File: config.mk
export PLATFORM = sky130hd
export DESIGN_NAME = panel_mode_ctrl
export DESIGN_NICKNAME = d
export VERILOG_FILES = /design/src/logic/panel_mode_pkg.sv /design/src/logic/serial_cfg_port.sv /design/src/logic/panel_mode_ctrl.sv
export SDC_FILE = /design/constraint.sdc
export NUM_CORES = 1
export LEC_CHECK = 0
export ABC_AREA = 1
export BUFFER_PORTS_ARGS = -buffer_cell sky130_fd_sc_hd__buf_2
export CORE_ASPECT_RATIO = 0.7
export CORE_MARGIN = 5
export CORE_UTILIZATION = 66
export DETAILED_ROUTE_END_ITERATION = 12
export GPL_TIMING_DRIVEN = 0
export PLACE_DENSITY = 0.95
export SLEW_MARGIN = 5
export SYNTH_ARGS = -nofsm -noshare
export SYNTH_HDL_FRONTEND = slang
export SYNTH_SLANG_ARGS = --single-unit
File: constraint.sdc
create_clock -name sys_clk_i -period 5 [get_ports sys_clk_i]
set_input_delay 0.25 -clock sys_clk_i [delete_from_list [all_inputs] [get_ports sys_clk_i]]
set_output_delay 0.25 -clock sys_clk_i [all_outputs]
set_load 0.005 [all_outputs]
File: src/logic/panel_mode_pkg.sv
// Constants and types shared by the panel mode and control logic.
// Assumes one 40 MHz system clock; all pins arrive asynchronously.
package panel_mode_pkg;

    // ************************************************************
    // Geometry and timing
    // ************************************************************
    localparam int COLUMN_COUNT = 1920;
    localparam int LINE_COUNT = 720;
    localparam int RELOAD_FRAMES = 60;
    localparam int SYS_CLK_HZ = 40_000_000;

    // ************************************************************
    // Pin vector positions
    // ************************************************************
    localparam int PIN_HDIR = 0;
    localparam int PIN_VDIR = 1;
    localparam int PIN_BIST = 2;
    localparam int PIN_CSEL = 3;
    localparam int PIN_ARLD = 4;
    localparam int PIN_INV = 5;
    localparam int PIN_RSTN = 6;
    localparam int PIN_STBYN = 7;
    localparam int PIN_SCL = 8;
    localparam int PIN_SDA = 9;
    localparam int PIN_COUNT = 10;
    // Idle levels of the pins, loaded into synchronisers at reset
    localparam logic [PIN_COUNT-1:0] PIN_RESET_VAL = 10'h3FB;

    // ************************************************************
    // Serial register map
    // ************************************************************
    localparam logic [6:0] REG_CTRL = 7'h00;
    localparam logic [6:0] REG_STATUS = 7'h01;
    localparam logic [7:0] RD_UNMAPPED = 8'h00;

    // Function settings, field order fixes the CTRL register bits
    typedef struct packed {
        logic auto_reload;   // bit 4
        logic dot_inversion; // bit 3: 1 dot, 0 one-plus-two dot
        logic self_test;     // bit 2
        logic vdir_fwd;      // bit 1: 1 top to bottom
        logic hdir_fwd;      // bit 0: 1 first column to last
    } settings_t;

    localparam settings_t SETTINGS_RESET = 5'h1B;

    // Serial write strobe with its payload
    typedef struct packed {
        logic       wr;
        logic [6:0] addr;
        logic [7:0] data;
    } cfg_write_t;

    // Serial port states, one-hot
    typedef enum logic [4:0] {
        SP_IDLE  = 5'h01,
        SP_ADDR  = 5'h02,
        SP_ACK   = 5'h04,
        SP_WDATA = 5'h08,
        SP_RDATA = 5'h10
    } serial_state_t;

    localparam logic [3:0] BITS_PER_BYTE = 4'h8;

endpackage

File: src/logic/serial_cfg_port.sv
// Two-wire serial configuration slave: register address then data.
// Assumes scl and sda already synchronised to sys_clk_i.
`timescale 1ns/1ps
`default_nettype none

module serial_cfg_port
    import panel_mode_pkg::*;
(
    input wire logic sys_clk_i,
    input wire logic rst_i,
    input wire logic ce_i,
    input wire logic clr_i,
    input wire logic scl_i,
    input wire logic sda_i,
    input wire logic [7:0] rd_data_i,
    output logic [6:0] rd_addr_o,
    output cfg_write_t wr_o,
    output logic sda_oe_o
);

    typedef struct packed {
        serial_state_t st;
        logic [3:0]    cnt;
        logic [7:0]    sh;
        logic [6:0]    addr;
        logic          rd;
        logic          data_phase;
        logic          oe;
        logic          scl_q;
        logic          sda_q;
        cfg_write_t    w;
    } sp_state_t;

    localparam sp_state_t SP_RESET = '{st: SP_IDLE, scl_q: 1'b1, sda_q: 1'b1, default: '0};

    sp_state_t r;
    sp_state_t n;
    logic rise;
    logic fall;
    logic start;
    logic stop;

    // ************************************************************
    // Bus conditions and byte sequencing
    // ************************************************************
    always_comb begin
        n = r;
        n.scl_q = scl_i;
        n.sda_q = sda_i;
        n.w.wr = 1'b0;
        rise = ~r.scl_q & scl_i;
        fall = r.scl_q & ~scl_i;
        start = r.scl_q & scl_i & r.sda_q & ~sda_i;
        stop = r.scl_q & scl_i & ~r.sda_q & sda_i;
        if (clr_i || stop) begin
            n.st = SP_IDLE;
            n.oe = 1'b0;
        end else if (start) begin
            n.st = SP_ADDR;
            n.cnt = 4'h0;
            n.oe = 1'b0;
            n.data_phase = 1'b0;
        end else begin
            case (r.st)
                SP_ADDR, SP_WDATA: begin
                    if (rise) begin
                        n.sh = {r.sh[6:0], sda_i};
                        n.cnt = r.cnt + 4'h1;
                    end else if (fall && r.cnt == BITS_PER_BYTE) begin
                        n.st = SP_ACK;
                        n.oe = 1'b1; // Acknowledge by pulling low
                        if (r.st == SP_ADDR) begin
                            n.addr = r.sh[7:1];
                            n.rd = r.sh[0];
                        end else begin
                            n.w = '{wr: 1'b1, addr: r.addr, data: r.sh};
                            n.data_phase = 1'b1;
                        end
                    end
                end
                SP_ACK: begin
                    if (fall) begin
                        n.cnt = 4'h0;
                        n.oe = 1'b0;
                        if (r.data_phase) begin
                            n.st = SP_IDLE;
                        end else if (r.rd) begin
                            n.st = SP_RDATA;
                            n.sh = rd_data_i;
                            n.oe = ~rd_data_i[7];
                        end else begin
                            n.st = SP_WDATA;
                        end
                    end
                end
                SP_RDATA: begin
                    if (rise) begin
                        n.cnt = r.cnt + 4'h1;
                    end else if (fall) begin
                        if (r.cnt == BITS_PER_BYTE) begin
                            n.st = SP_IDLE; // Master acknowledge ignored
                            n.oe = 1'b0;
                        end else begin
                            n.sh = {r.sh[6:0], 1'b0};
                            n.oe = ~r.sh[6];
                        end
                    end
                end
                SP_IDLE: begin
                    n.oe = 1'b0;
                end
                default: begin
                    n.st = SP_IDLE;
                    n.oe = 1'b0;
                end
            endcase
        end
    end

    // State register, frozen while ce_i is low
    always_ff @(posedge sys_clk_i or posedge rst_i) begin
        if (rst_i) begin
            r <= SP_RESET;
        end else if (ce_i) begin
            r <= n;
        end
    end

    assign rd_addr_o = r.addr;
    assign wr_o = r.w;
    assign sda_oe_o = r.oe;

endmodule // serial_cfg_port

`default_nettype wire

File: src/logic/panel_mode_ctrl.sv
// Mode and control-pin logic of a dual-link display driver board.
// Assumes strap pins are asynchronous and the frame, line and column
// strobes come from timing logic on sys_clk_i.
//
// Notes on behaviour
// - High horizontal direction walks columns 1 to 1920, low walks back.
// - High vertical direction scans lines top to bottom, low bottom to top.
// - Self-test enable high selects self-test mode; host ties it low otherwise.
// - Source select high takes settings from pins, low from registers.
// - Auto-reload high reloads stored settings every 60 frames; low disables.
// - Inversion select high gives dot inversion, low one-plus-two dot.
// - Active-low global reset returns settings, scan counters, fault and power to initial state while low; synchronisers keep sampling.
// - Active-low standby turns off timing, buffers, converters and power.
// - Two-wire port; host clocks, data line carries address and data.
// - Each board drives a fault output wired together with the others.
`timescale 1ns/1ps
`default_nettype none

module panel_mode_ctrl
    import panel_mode_pkg::*;
#(
    parameter int COLUMNS = COLUMN_COUNT,
    parameter int LINES = LINE_COUNT,
    parameter int FRAMES_PER_RELOAD = RELOAD_FRAMES
) (
    input wire logic sys_clk_i,
    input wire logic rst_i,
    input wire logic ce_i,
    input wire logic horizontal_scan_dir_i,
    input wire logic vertical_scan_dir_i,
    input wire logic self_test_en_i,
    input wire logic config_source_select_i,
    input wire logic nvm_auto_reload_en_i,
    input wire logic polarity_inversion_sel_i,
    input wire logic global_reset_n_i,
    input wire logic standby_n_i,
    input wire logic serial_clk_i,
    input wire logic serial_data_i,
    input wire logic frame_start_i,
    input wire logic line_start_i,
    input wire logic column_step_i,
    input wire logic fault_i,
    output logic serial_data_o,
    output logic serial_data_oe_o,
    output logic [$clog2(COLUMNS+1)-1:0] source_column_output_o,
    output logic [$clog2(LINES+1)-1:0] gate_line_o,
    output settings_t active_settings_o,
    output logic nvm_reload_o,
    output logic timing_ctrl_en_o,
    output logic output_buffer_en_o,
    output logic dac_en_o,
    output logic power_circuit_en_o,
    output logic fault_detect_out_o,
    output logic fault_detect_out_oe_o
);

    localparam int COL_W = $clog2(COLUMNS + 1);
    localparam int LINE_W = $clog2(LINES + 1);
    localparam int FRM_W = $clog2(FRAMES_PER_RELOAD);
    localparam logic [COL_W-1:0] COL_LAST = COL_W'(COLUMNS);
    localparam logic [COL_W-1:0] COL_ONE = COL_W'(1);
    localparam logic [LINE_W-1:0] LINE_LAST = LINE_W'(LINES);
    localparam logic [LINE_W-1:0] LINE_ONE = LINE_W'(1);
    localparam logic [FRM_W-1:0] FRM_LAST = FRM_W'(FRAMES_PER_RELOAD - 1);

    // ************************************************************
    // Parameter checks
    // ************************************************************
    if (COLUMNS < 2 || LINES < 2 || FRAMES_PER_RELOAD < 2) begin : g_bad_param
        $error("panel_mode_ctrl: counts must be at least 2");
    end

    typedef struct packed {
        logic [PIN_COUNT-1:0] s1;
        logic [PIN_COUNT-1:0] s2;
        logic [PIN_COUNT-1:0] s3;
        logic [PIN_COUNT-1:0] filt;
        settings_t            cfg;
        settings_t            live;
        logic [COL_W-1:0]     col;
        logic [LINE_W-1:0]    line;
        logic [FRM_W-1:0]     frames;
        logic                 reload;
        logic                 power;
        logic                 fault;
    } ctrl_state_t;

    localparam ctrl_state_t CTRL_RESET = '{
        s1: PIN_RESET_VAL, s2: PIN_RESET_VAL, s3: PIN_RESET_VAL, filt: PIN_RESET_VAL,
        cfg: SETTINGS_RESET, live: SETTINGS_RESET, col: COL_ONE, line: LINE_ONE,
        default: '0};

    ctrl_state_t r;
    ctrl_state_t n;
    logic [PIN_COUNT-1:0] pins;
    logic greset;
    settings_t pin_set;
    settings_t chosen;
    cfg_write_t wr;
    logic [6:0] rd_addr;
    logic [7:0] rd_data;

    assign pins = {serial_data_i, serial_clk_i, standby_n_i, global_reset_n_i,
                   polarity_inversion_sel_i, nvm_auto_reload_en_i, config_source_select_i,
                   self_test_en_i, vertical_scan_dir_i, horizontal_scan_dir_i};

    // ************************************************************
    // Serial configuration port
    // ************************************************************
    serial_cfg_port u_serial (
        .sys_clk_i(sys_clk_i),
        .rst_i(rst_i),
        .ce_i(ce_i),
        .clr_i(greset),
        .scl_i(r.filt[PIN_SCL]),
        .sda_i(r.filt[PIN_SDA]),
        .rd_data_i(rd_data),
        .rd_addr_o(rd_addr),
        .wr_o(wr),
        .sda_oe_o(serial_data_oe_o)
    );

    // Read data for the serial port
    always_comb begin
        case (rd_addr)
            REG_CTRL: rd_data = {3'h0, r.cfg};
            REG_STATUS: rd_data = {r.fault, r.power, r.filt[PIN_CSEL], r.live};
            default: rd_data = RD_UNMAPPED;
        endcase
    end

    // ************************************************************
    // Synchronisers, settings and scan counters
    // ************************************************************
    always_comb begin
        n = r;
        // Three stages, accept once second and third agree
        n.s1 = pins;
        n.s2 = r.s1;
        n.s3 = r.s2;
        n.filt = (r.s2 & r.s3) | (r.filt & (r.s2 ^ r.s3));
        greset = ~r.filt[PIN_RSTN];
        pin_set = '{auto_reload: r.filt[PIN_ARLD], dot_inversion: r.filt[PIN_INV],
                    self_test: r.filt[PIN_BIST], vdir_fwd: r.filt[PIN_VDIR],
                    hdir_fwd: r.filt[PIN_HDIR]};
        chosen = r.filt[PIN_CSEL] ? pin_set : r.cfg;
        n.reload = 1'b0;
        n.power = r.filt[PIN_STBYN] & ~greset;
        if (greset) begin
            // Hold every function at its initial state
            n.cfg = SETTINGS_RESET;
            n.live = SETTINGS_RESET;
            n.col = COL_ONE;
            n.line = LINE_ONE;
            n.frames = '0;
            n.fault = 1'b0;
        end else begin
            if (wr.wr && wr.addr == REG_CTRL) begin
                n.cfg = settings_t'(wr.data[4:0]);
            end
            n.fault = fault_i;
            if (frame_start_i) begin
                // Settings only change between frames
                n.live = chosen;
                n.col = chosen.hdir_fwd ? COL_ONE : COL_LAST;
                n.line = chosen.vdir_fwd ? LINE_ONE : LINE_LAST;
                // Periodic reload of stored settings
                if (!chosen.auto_reload) begin
                    n.frames = '0;
                end else if (r.frames == FRM_LAST) begin
                    n.frames = '0;
                    n.reload = 1'b1;
                end else begin
                    n.frames = r.frames + FRM_W'(1);
                end
            end else begin
                // Column walk direction
                if (line_start_i) begin
                    n.col = r.live.hdir_fwd ? COL_ONE : COL_LAST;
                end else if (column_step_i) begin
                    if (r.live.hdir_fwd && r.col != COL_LAST) begin
                        n.col = r.col + COL_ONE;
                    end else if (!r.live.hdir_fwd && r.col != COL_ONE) begin
                        n.col = r.col - COL_ONE;
                    end
                end
                // Gate line direction
                if (line_start_i && r.col != (r.live.hdir_fwd ? COL_ONE : COL_LAST)) begin
                    if (r.live.vdir_fwd && r.line != LINE_LAST) begin
                        n.line = r.line + LINE_ONE;
                    end else if (!r.live.vdir_fwd && r.line != LINE_ONE) begin
                        n.line = r.line - LINE_ONE;
                    end
                end
            end
        end
    end

    // State register, frozen while ce_i is low
    always_ff @(posedge sys_clk_i or posedge rst_i) begin
        if (rst_i) begin
            r <= CTRL_RESET;
        end else if (ce_i) begin
            r <= n;
        end
    end

    // ************************************************************
    // Outputs
    // ************************************************************
    assign serial_data_o = 1'b0;
    assign source_column_output_o = r.col;
    assign gate_line_o = r.line;
    assign active_settings_o = r.live;
    assign nvm_reload_o = r.reload;
    // Standby gates every analog and timing block
    assign timing_ctrl_en_o = r.power;
    assign output_buffer_en_o = r.power;
    assign dac_en_o = r.power;
    assign power_circuit_en_o = r.power;
    // Open-drain fault line, pulled low on fault
    assign fault_detect_out_o = 1'b0;
    assign fault_detect_out_oe_o = r.fault;

endmodule // panel_mode_ctrl

`default_nettype wire

==> results.py, run 1 <==
metrics = {
    "status": {
        "status": "finished clean",
    },
    "die": {
        "core_um2": 10500,
        "die_area_um2": 13100,
        "die_x_um": 135,
        "dieHeight_um": 97.2,
        "rows": 31,
        "start_util": 0.684,
        "ios": 52,
    },
    "sta": {
        "slew_headroom": 0.377,
        "tightest_slew_ps": 928,
        "min_period_ps": 2370,
        "finalSetupTns_ps": 0,
        "timing.fmax_mhz": 422,
        "fin_skew_ps": 4.98,
        "hold_viol": 0,
        "setup_viol": 0,
        "rsz0062_at_grt": "no",
        "drv_slew": 0,
        "timing.hold.ws_ps": 25.9,
        "fin_crit_sh": 0.474,
    },
    "logic_synthesis": {
        "synth_area_um2": 7160,
        "synth_area_per_cell_um2": 7.52,
        "postSynthCellCount": 952,
        "synth-seq-cells": 122,
        "ys_seq_area_frac": 0.435,
        "yosysUniqueCellTypes": 39,
        "yosysWarnings": 0,
    },
    "drt": {
        "wl_per_cell_um": 15.3,
        "antenna_left": 0,
        "vias": 6648,
        "drt-total-wl_um": 17900,
        "drc": 0,
        "dr.pass1.iters": 7,
        "initialDrtViolationCount": 796,
        "viasPerCell": 5.70,
    },
    "clocking": {
        "postCtsSetupBuffers": 0,
        "cts_resized": 0,
        "cts_tree": "done",
        "clockRootBuffer": "clkbuf_16",
        "h-tree-depth": 4,
        "hold_buffers": 1,
        "cts_buffer_depth": 2,
        "clock-sinks": 122,
        "clk_latency_ps": 420,
        "cts_buffers": 17,
        "path_clk_slew_ps": 60,
    },
    "hold_path": {
        "whs_path_depth": 3,
        "hp-class": "input pin to register",
    },
    "finish": {
        "fin_nets": 1058,
        "syn2layout_area_growth_pct": 15.3,
        "diodes": 0,
        "fin_area_um2": 8260,
        "drive_above_1_share": 0.210,
        "final_util": 0.789,
    },
    "critical_path": {
        "crit_cells": 13,
        "crit_family": "flip-flops",
        "crit_top_cell": "nand2_1",
        "crit_chain": "inv_1 -> ha_1 -> nand3_1 -> inv_1 -> nand2_1 -> nand2_1 -> buf_4 -> inv_1 -> o21ai_0 -> nand3_1 -> nor2_1 -> nand2_1 -> nand2_1",
        "slowest_stage": "dfstp_2",
        "crit_path_max_fanout": 10,
        "ff2ff_path_depth": 13,
        "slowest_delay_ps": 630,
        "endpoint_kind": "register",
        "cp.arrival_ps": 2680,
        "required_ps": 5310,
        "cp_num_buf_inv": 4,
        "start_kind": "register",
        "worstSetupPathType": "register to register",
    },
    "grt": {
        "antenna_found_initial": 0,
        "grt_start_max_net_pins": 89,
        "overflow": 0,
        "grt_pass1_wl_um": 30400,
        "grt_pass1_vias": 6393,
        "grt.total_usage": 0.287,
    },
    "job": {
        "maxCapViolations": 0,
    },
    "place": {
        "io_buffers": 47,
        "dp_hpwl_um": 12500,
        "place_congestion": 0.940,
        "placed_area_um2": 7600,
    },
    "power": {
        "pwr_density_cell_nw_per_um2": 368,
        "leakagePower_nw": 4.18,
        "ir_drop_v": 0.000362,
    },
}
## synthesized netlist by cell type (all sizes together)
master    n  area share
o22ai     4      0.0035
xor2     13       0.016
clkbuf    9      0.0047
conb      1     0.00052
o21a      1      0.0010
nand2   327        0.17
xnor2     6      0.0073
o22a      3      0.0037
nor3     17       0.013
nand3    60       0.042
o21ai   103       0.080
inv      93       0.049
a211oi    1      0.0010
dfstp    49        0.18
dfrtp    73        0.26
a21oi    14      0.0098
buf      57       0.057
o211ai    2      0.0021
a31oi     3      0.0026
nor3b     1      0.0010
a22o      1      0.0012
nand3b    1      0.0016
o32a      1      0.0014
nor4      3      0.0026
nor2     73       0.043
and3      1     0.00087
nand4    14       0.012
ha       20       0.035
or3b      1      0.0012
## area by class of cell
cell class | instances | area, um^2
Fill cell | 665 | 2210
Clock buffer | 22 | 528
Buffer | 66 | 439
Multi-Input combinational cell | 672 | 3260
Timing Repair Buffer | 49 | 273
Sequential cell | 122 | 3110
Inverter | 93 | 354
Clock inverter | 10 | 124
Tap cell | 132 | 165
## power breakdown
| group | leakage (nW) | total, mW | internal, mW | switching [mW] |
|---|---|---|---|---|
| registers | 1.52 | 1.16 | 1.09 | 0.0708 |
| logic | 2.35 | 0.551 | 0.202 | 0.349 |
| clock network | 0.315 | 1.33 | 0.855 | 0.473 |
| total | 4.18 | 3.04 | 2.15 | 0.893 |
## cell families after synthesis
| family | synth area share |
|---|---|
| other | 0.000524 |
| AOI/OAI and AO/OA | 0.106 |
| xor gates and xnor gates | 0.0232 |
| adders and majority gates | 0.0349 |
| buffers and inverters | 0.110 |
| and+or+nand+nor | 0.290 |
| DFF | 0.435 |
## worst min-delay path, stage by stage
cell,delay (ps)
buf_2,90
nand2_1,50
nand2_1,50
## registers in the layout, indices dropped and copies added, names as in the netlist, 7 cells and up
| name | cells |
|---|---|
| gate_line_o | 10 |
| u_serial.wr_o | 13 |
| n | 20 |
| source_column_output_o | 11 |
| u_serial.r | 21 |
| u_serial.rd_addr_o | 7 |
| r | 26 |
## final timing paths
path,startpoint,end,slack (ps)
worst max-delay path,gate_line_o[0],gate_line_o[5],2630
worst min-delay path,config_source_select_i,n[63],30
worst max register to register,gate_line_o[0],gate_line_o[5],2630
worst min register to register,n[67],n[67],470
max in group asynchronous,rst_i,pin_set[1],3880
min in group asynchronous,rst_i,u_serial.wr_o[10],360
## metrics by stage
| step | std cells | total power [mW] | worst slack (ps) |
|---|---|---|---|
| 2_1_floorplan | 953 | 1.55 | 1590 |
| 3_3_place_gp | 1132 | 1.68 | 278 |
| 3_5_place_dp | 1133 | 1.70 | 2750 |
| 4_1_cts | 1166 | 3.03 | 2730 |
| 5_1_grt | 1166 | 3.17 | 2500 |
| 6_report | 1166 | 3.04 | 2630 |
## cell usage in the layout (no fill, tap or decap), types with 3 or more instances in the layout
master and instances:
nand2_1 321, clkbuf_1 9, nand2_2 6, clkbuf_16 20
a21oi_1 14, dfstp_2 49, o22ai_1 4, nor2_2 4
a31oi_1 3, o21ai_1 7, o22a_1 3, inv_6 4
xor2_1 13, o21ai_2 15, nand3_1 60, buf_4 34
nor2_4 3, xnor2_1 6, nor4_1 3, inv_1 90
buf_6 6, o21ai_0 81, dfrtp_1 73, nor2_1 66
buf_2 62, nand4_1 14, ha_1 20, nor3_1 16
## metal layers
metal	GRT usage	wire length (um)	up-vias
li1	-	-	3170
met1	0.393	7950	3089
met2	0.435	7910	334
met3	0.0745	1610	55
met4	0.119	427	0
met5	0	0	-
No activity file was read; power rests on OpenSTA's default activity.
==> run 2, diff against run 1 <==
--- a/config.mk
+++ b/config.mk
@@ -9,10 +9,10 @@
 export BUFFER_PORTS_ARGS = -buffer_cell sky130_fd_sc_hd__buf_2
 export CORE_ASPECT_RATIO = 0.7
 export CORE_MARGIN = 5
-export CORE_UTILIZATION = 66
+export CORE_UTILIZATION = 61
 export DETAILED_ROUTE_END_ITERATION = 12
 export GPL_TIMING_DRIVEN = 0
-export PLACE_DENSITY = 0.95
+export PLACE_DENSITY = 0.92
 export SLEW_MARGIN = 5
 export SYNTH_ARGS = -nofsm -noshare
 export SYNTH_HDL_FRONTEND = slang
==> constraint.sdc (replaced) <==
create_clock -name sys_clk_i -period 2.2 [get_ports sys_clk_i]
set_input_delay 0.11 -clock sys_clk_i [delete_from_list [all_inputs] [get_ports sys_clk_i]]
set_output_delay 0.11 -clock sys_clk_i [all_outputs]
set_load 0.005 [all_outputs]
==> results.py, run 2 (synthesized netlist as in run 1, its figures left out) <==
metrics = {
    "die": {
        "start_util": 0.617,
        "die_x_um": 140,
        "rows": 33,
        "die_area_um2": 14000,
        "core_um2": 11600,
        "dieHeight_um": 101,
        "ios": 52,
    },
    "critical_path": {
        "slowest_delay_ps": 390,
        "endpoint": "source_column_output_o[4]",
        "endpoint_kind": "register",
        "r2r-start": "source_column_output_o[2]",
        "crit_chain": "buf_2 -> nor2_2 -> nand2_1 -> nor2_1 -> nand2_1 -> nand2_1 -> buf_6 -> inv_2 -> o21ai_0 -> nand3_1 -> nand2_1 -> nor2_1",
        "rrSetupSlack_ps": 100,
        "crit_path_max_fanout": 10,
        "crit_top_cell": "nand2_1",
        "cp.arrival_ps": 2400,
        "ff2ff_path_depth": 12,
        "start_kind": "register",
        "required_ps": 2500,
        "r2r-end": "source_column_output_o[4]",
        "crit_start": "source_column_output_o[2]",
        "worstSetupPathType": "register to register",
        "slowest_stage": "dfrtp_1",
    },
    "grt": {
        "grt_busiest_layer": "met2",
        "antenna_found_initial": 0,
        "grt_util_met2": 0.428,
        "overflow": 0,
        "grt.total_usage": 0.265,
        "use_met1": 0.353,
        "grt_pass1_vias": 6335,
        "grt_pass1_wl_um": 30300,
        "grt_start_max_net_pins": 37,
        "gr-usage-met3": 0.0654,
    },
    "drt": {
        "dr.pass1.iters": 6,
        "wl_per_cell_um": 15.2,
        "vias": 6730,
        "viasPerCell": 5.58,
        "drc": 0,
        "drt-total-wl_um": 18400,
        "antenna_left": 0,
        "initialDrtViolationCount": 676,
    },
    "sta": {
        "drv_slew": 0,
        "rsz0062_at_grt": "no",
        "min_period_ps": 2100,
        "hold_viol": 0,
        "timing.fmax_mhz": 477,
        "fin_skew_ps": 5.30,
        "tightest_slew_ps": 885,
        "setup_viol": 0,
        "fin_crit_sh": 0.954,
        "slew_headroom": 0.406,
    },
    "clocking": {
        "cts_buffers": 17,
        "path_clk_slew_ps": 50,
        "cts_tree": "done",
        "h-tree-depth": 4,
        "clockRootBuffer": "clkbuf_16",
        "clock-sinks": 122,
        "cts_buffer_depth": 2,
        "clk_latency_ps": 410,
    },
    "finish": {
        "final_util": 0.725,
        "fin_nets": 1074,
        "layout.cells.non_filler": 1207,
        "mostFrequentLayoutCell": "nand2_1",
        "most-common-layout-cells": "nand2_1 (320), inv_1 (87), o21ai_0 (80), dfrtp_1 (73), nor2_1 (66)",
        "largest_register_ffs": 26,
        "drive_above_1_share": 0.214,
        "syn2layout_area_growth_pct": 17.5,
        "diodes": 0,
        "regMostFlops": "r",
    },
    "power": {
        "ir_drop_v": 0.000565,
        "pwr_density_cell_nw_per_um2": 788,
        "leakagePower_nw": 4.23,
    },
    "status": {
        "status": "finished clean",
    },
    "place": {
        "io_buffers": 47,
        "dp_hpwl_um": 12600,
        "dp.cells": 1160,
        "place_congestion": 0.938,
    },
    "hold_path": {
        "hp-class": "input pin to register",
    },
    "job": {
        "maxCapViolations": 0,
    },
}
[run 2: metal layers]
layer	routed length, um	vias up
li1	-	3198
met1	7810	3104
met2	8490	359
met3	1660	69
met4	439	0
met5	0	-
[run 2: power breakdown]
part           total [mW]  switching, mW  internal [mW]
registers            2.65          0.161           2.49
logic                1.34          0.822          0.513
clock network        2.65          0.986           1.67
[run 2: worst min path at each step]
stage / start / slack [ps] / cells past startpoint / to
finish: line_start_i / 100 / 4 / source_column_output_o[4]
global route: line_start_i / 130 / 4 / source_column_output_o[4]
CTS: line_start_i / 100 / 4 / source_column_output_o[1]
detailed placement: rst_i / 140 / 2 / n[62]
global placement: nvm_auto_reload_en_i / 310 / 3 / n[64]
floorplan: horizontal_scan_dir_i / 210 / 2 / n[60]
[run 2: area by class of cell]
cell class                      instances  area, um^2
Multi-Input combinational cell        672        3300
Clock buffer                           25         495
Tap cell                              157         196
Inverter                               93         357
Clock inverter                          7        62.6
Sequential cell                       122        3110
Fill cell                             849        3190
Buffer                                 66         443
Timing Repair Buffer                   65         450
[run 2: critical path, delay by kind of cell (launching register included)]
kind            cells  cell delay (ps)
buf+inv             3              440
simple gates        8              850
compound gates      1              300
flops               1              390
[run 2: through the flow]
stage	TNS [ps]	hold WS, ps	setup slack (ps)	power [mW]	cell area, um^2
after floorplan	0	206	346	3.53	7170
after global routing	0	125	3.81	6.91	8410
after CTS	0	98.0	12.4	6.55	8350
after global placement	-8120	309	-118	3.82	7600
final	0	96.6	102	6.63	8410
after detailed placement	0	144	0.268	3.88	7660
[run 2: timing repair]
| action | 4_1_cts | 5_1_grt |
|---|---|---|
| hold buffers | 12 | 0 |
| endpoints found under the hold margin | 19 | 0 |
| pin swaps | 0 | 0 |
| resized for setup | 2 | 9 |
| setup endpoints to repair | 4 | 22 |
| buffers inserted | 0 | 3 |
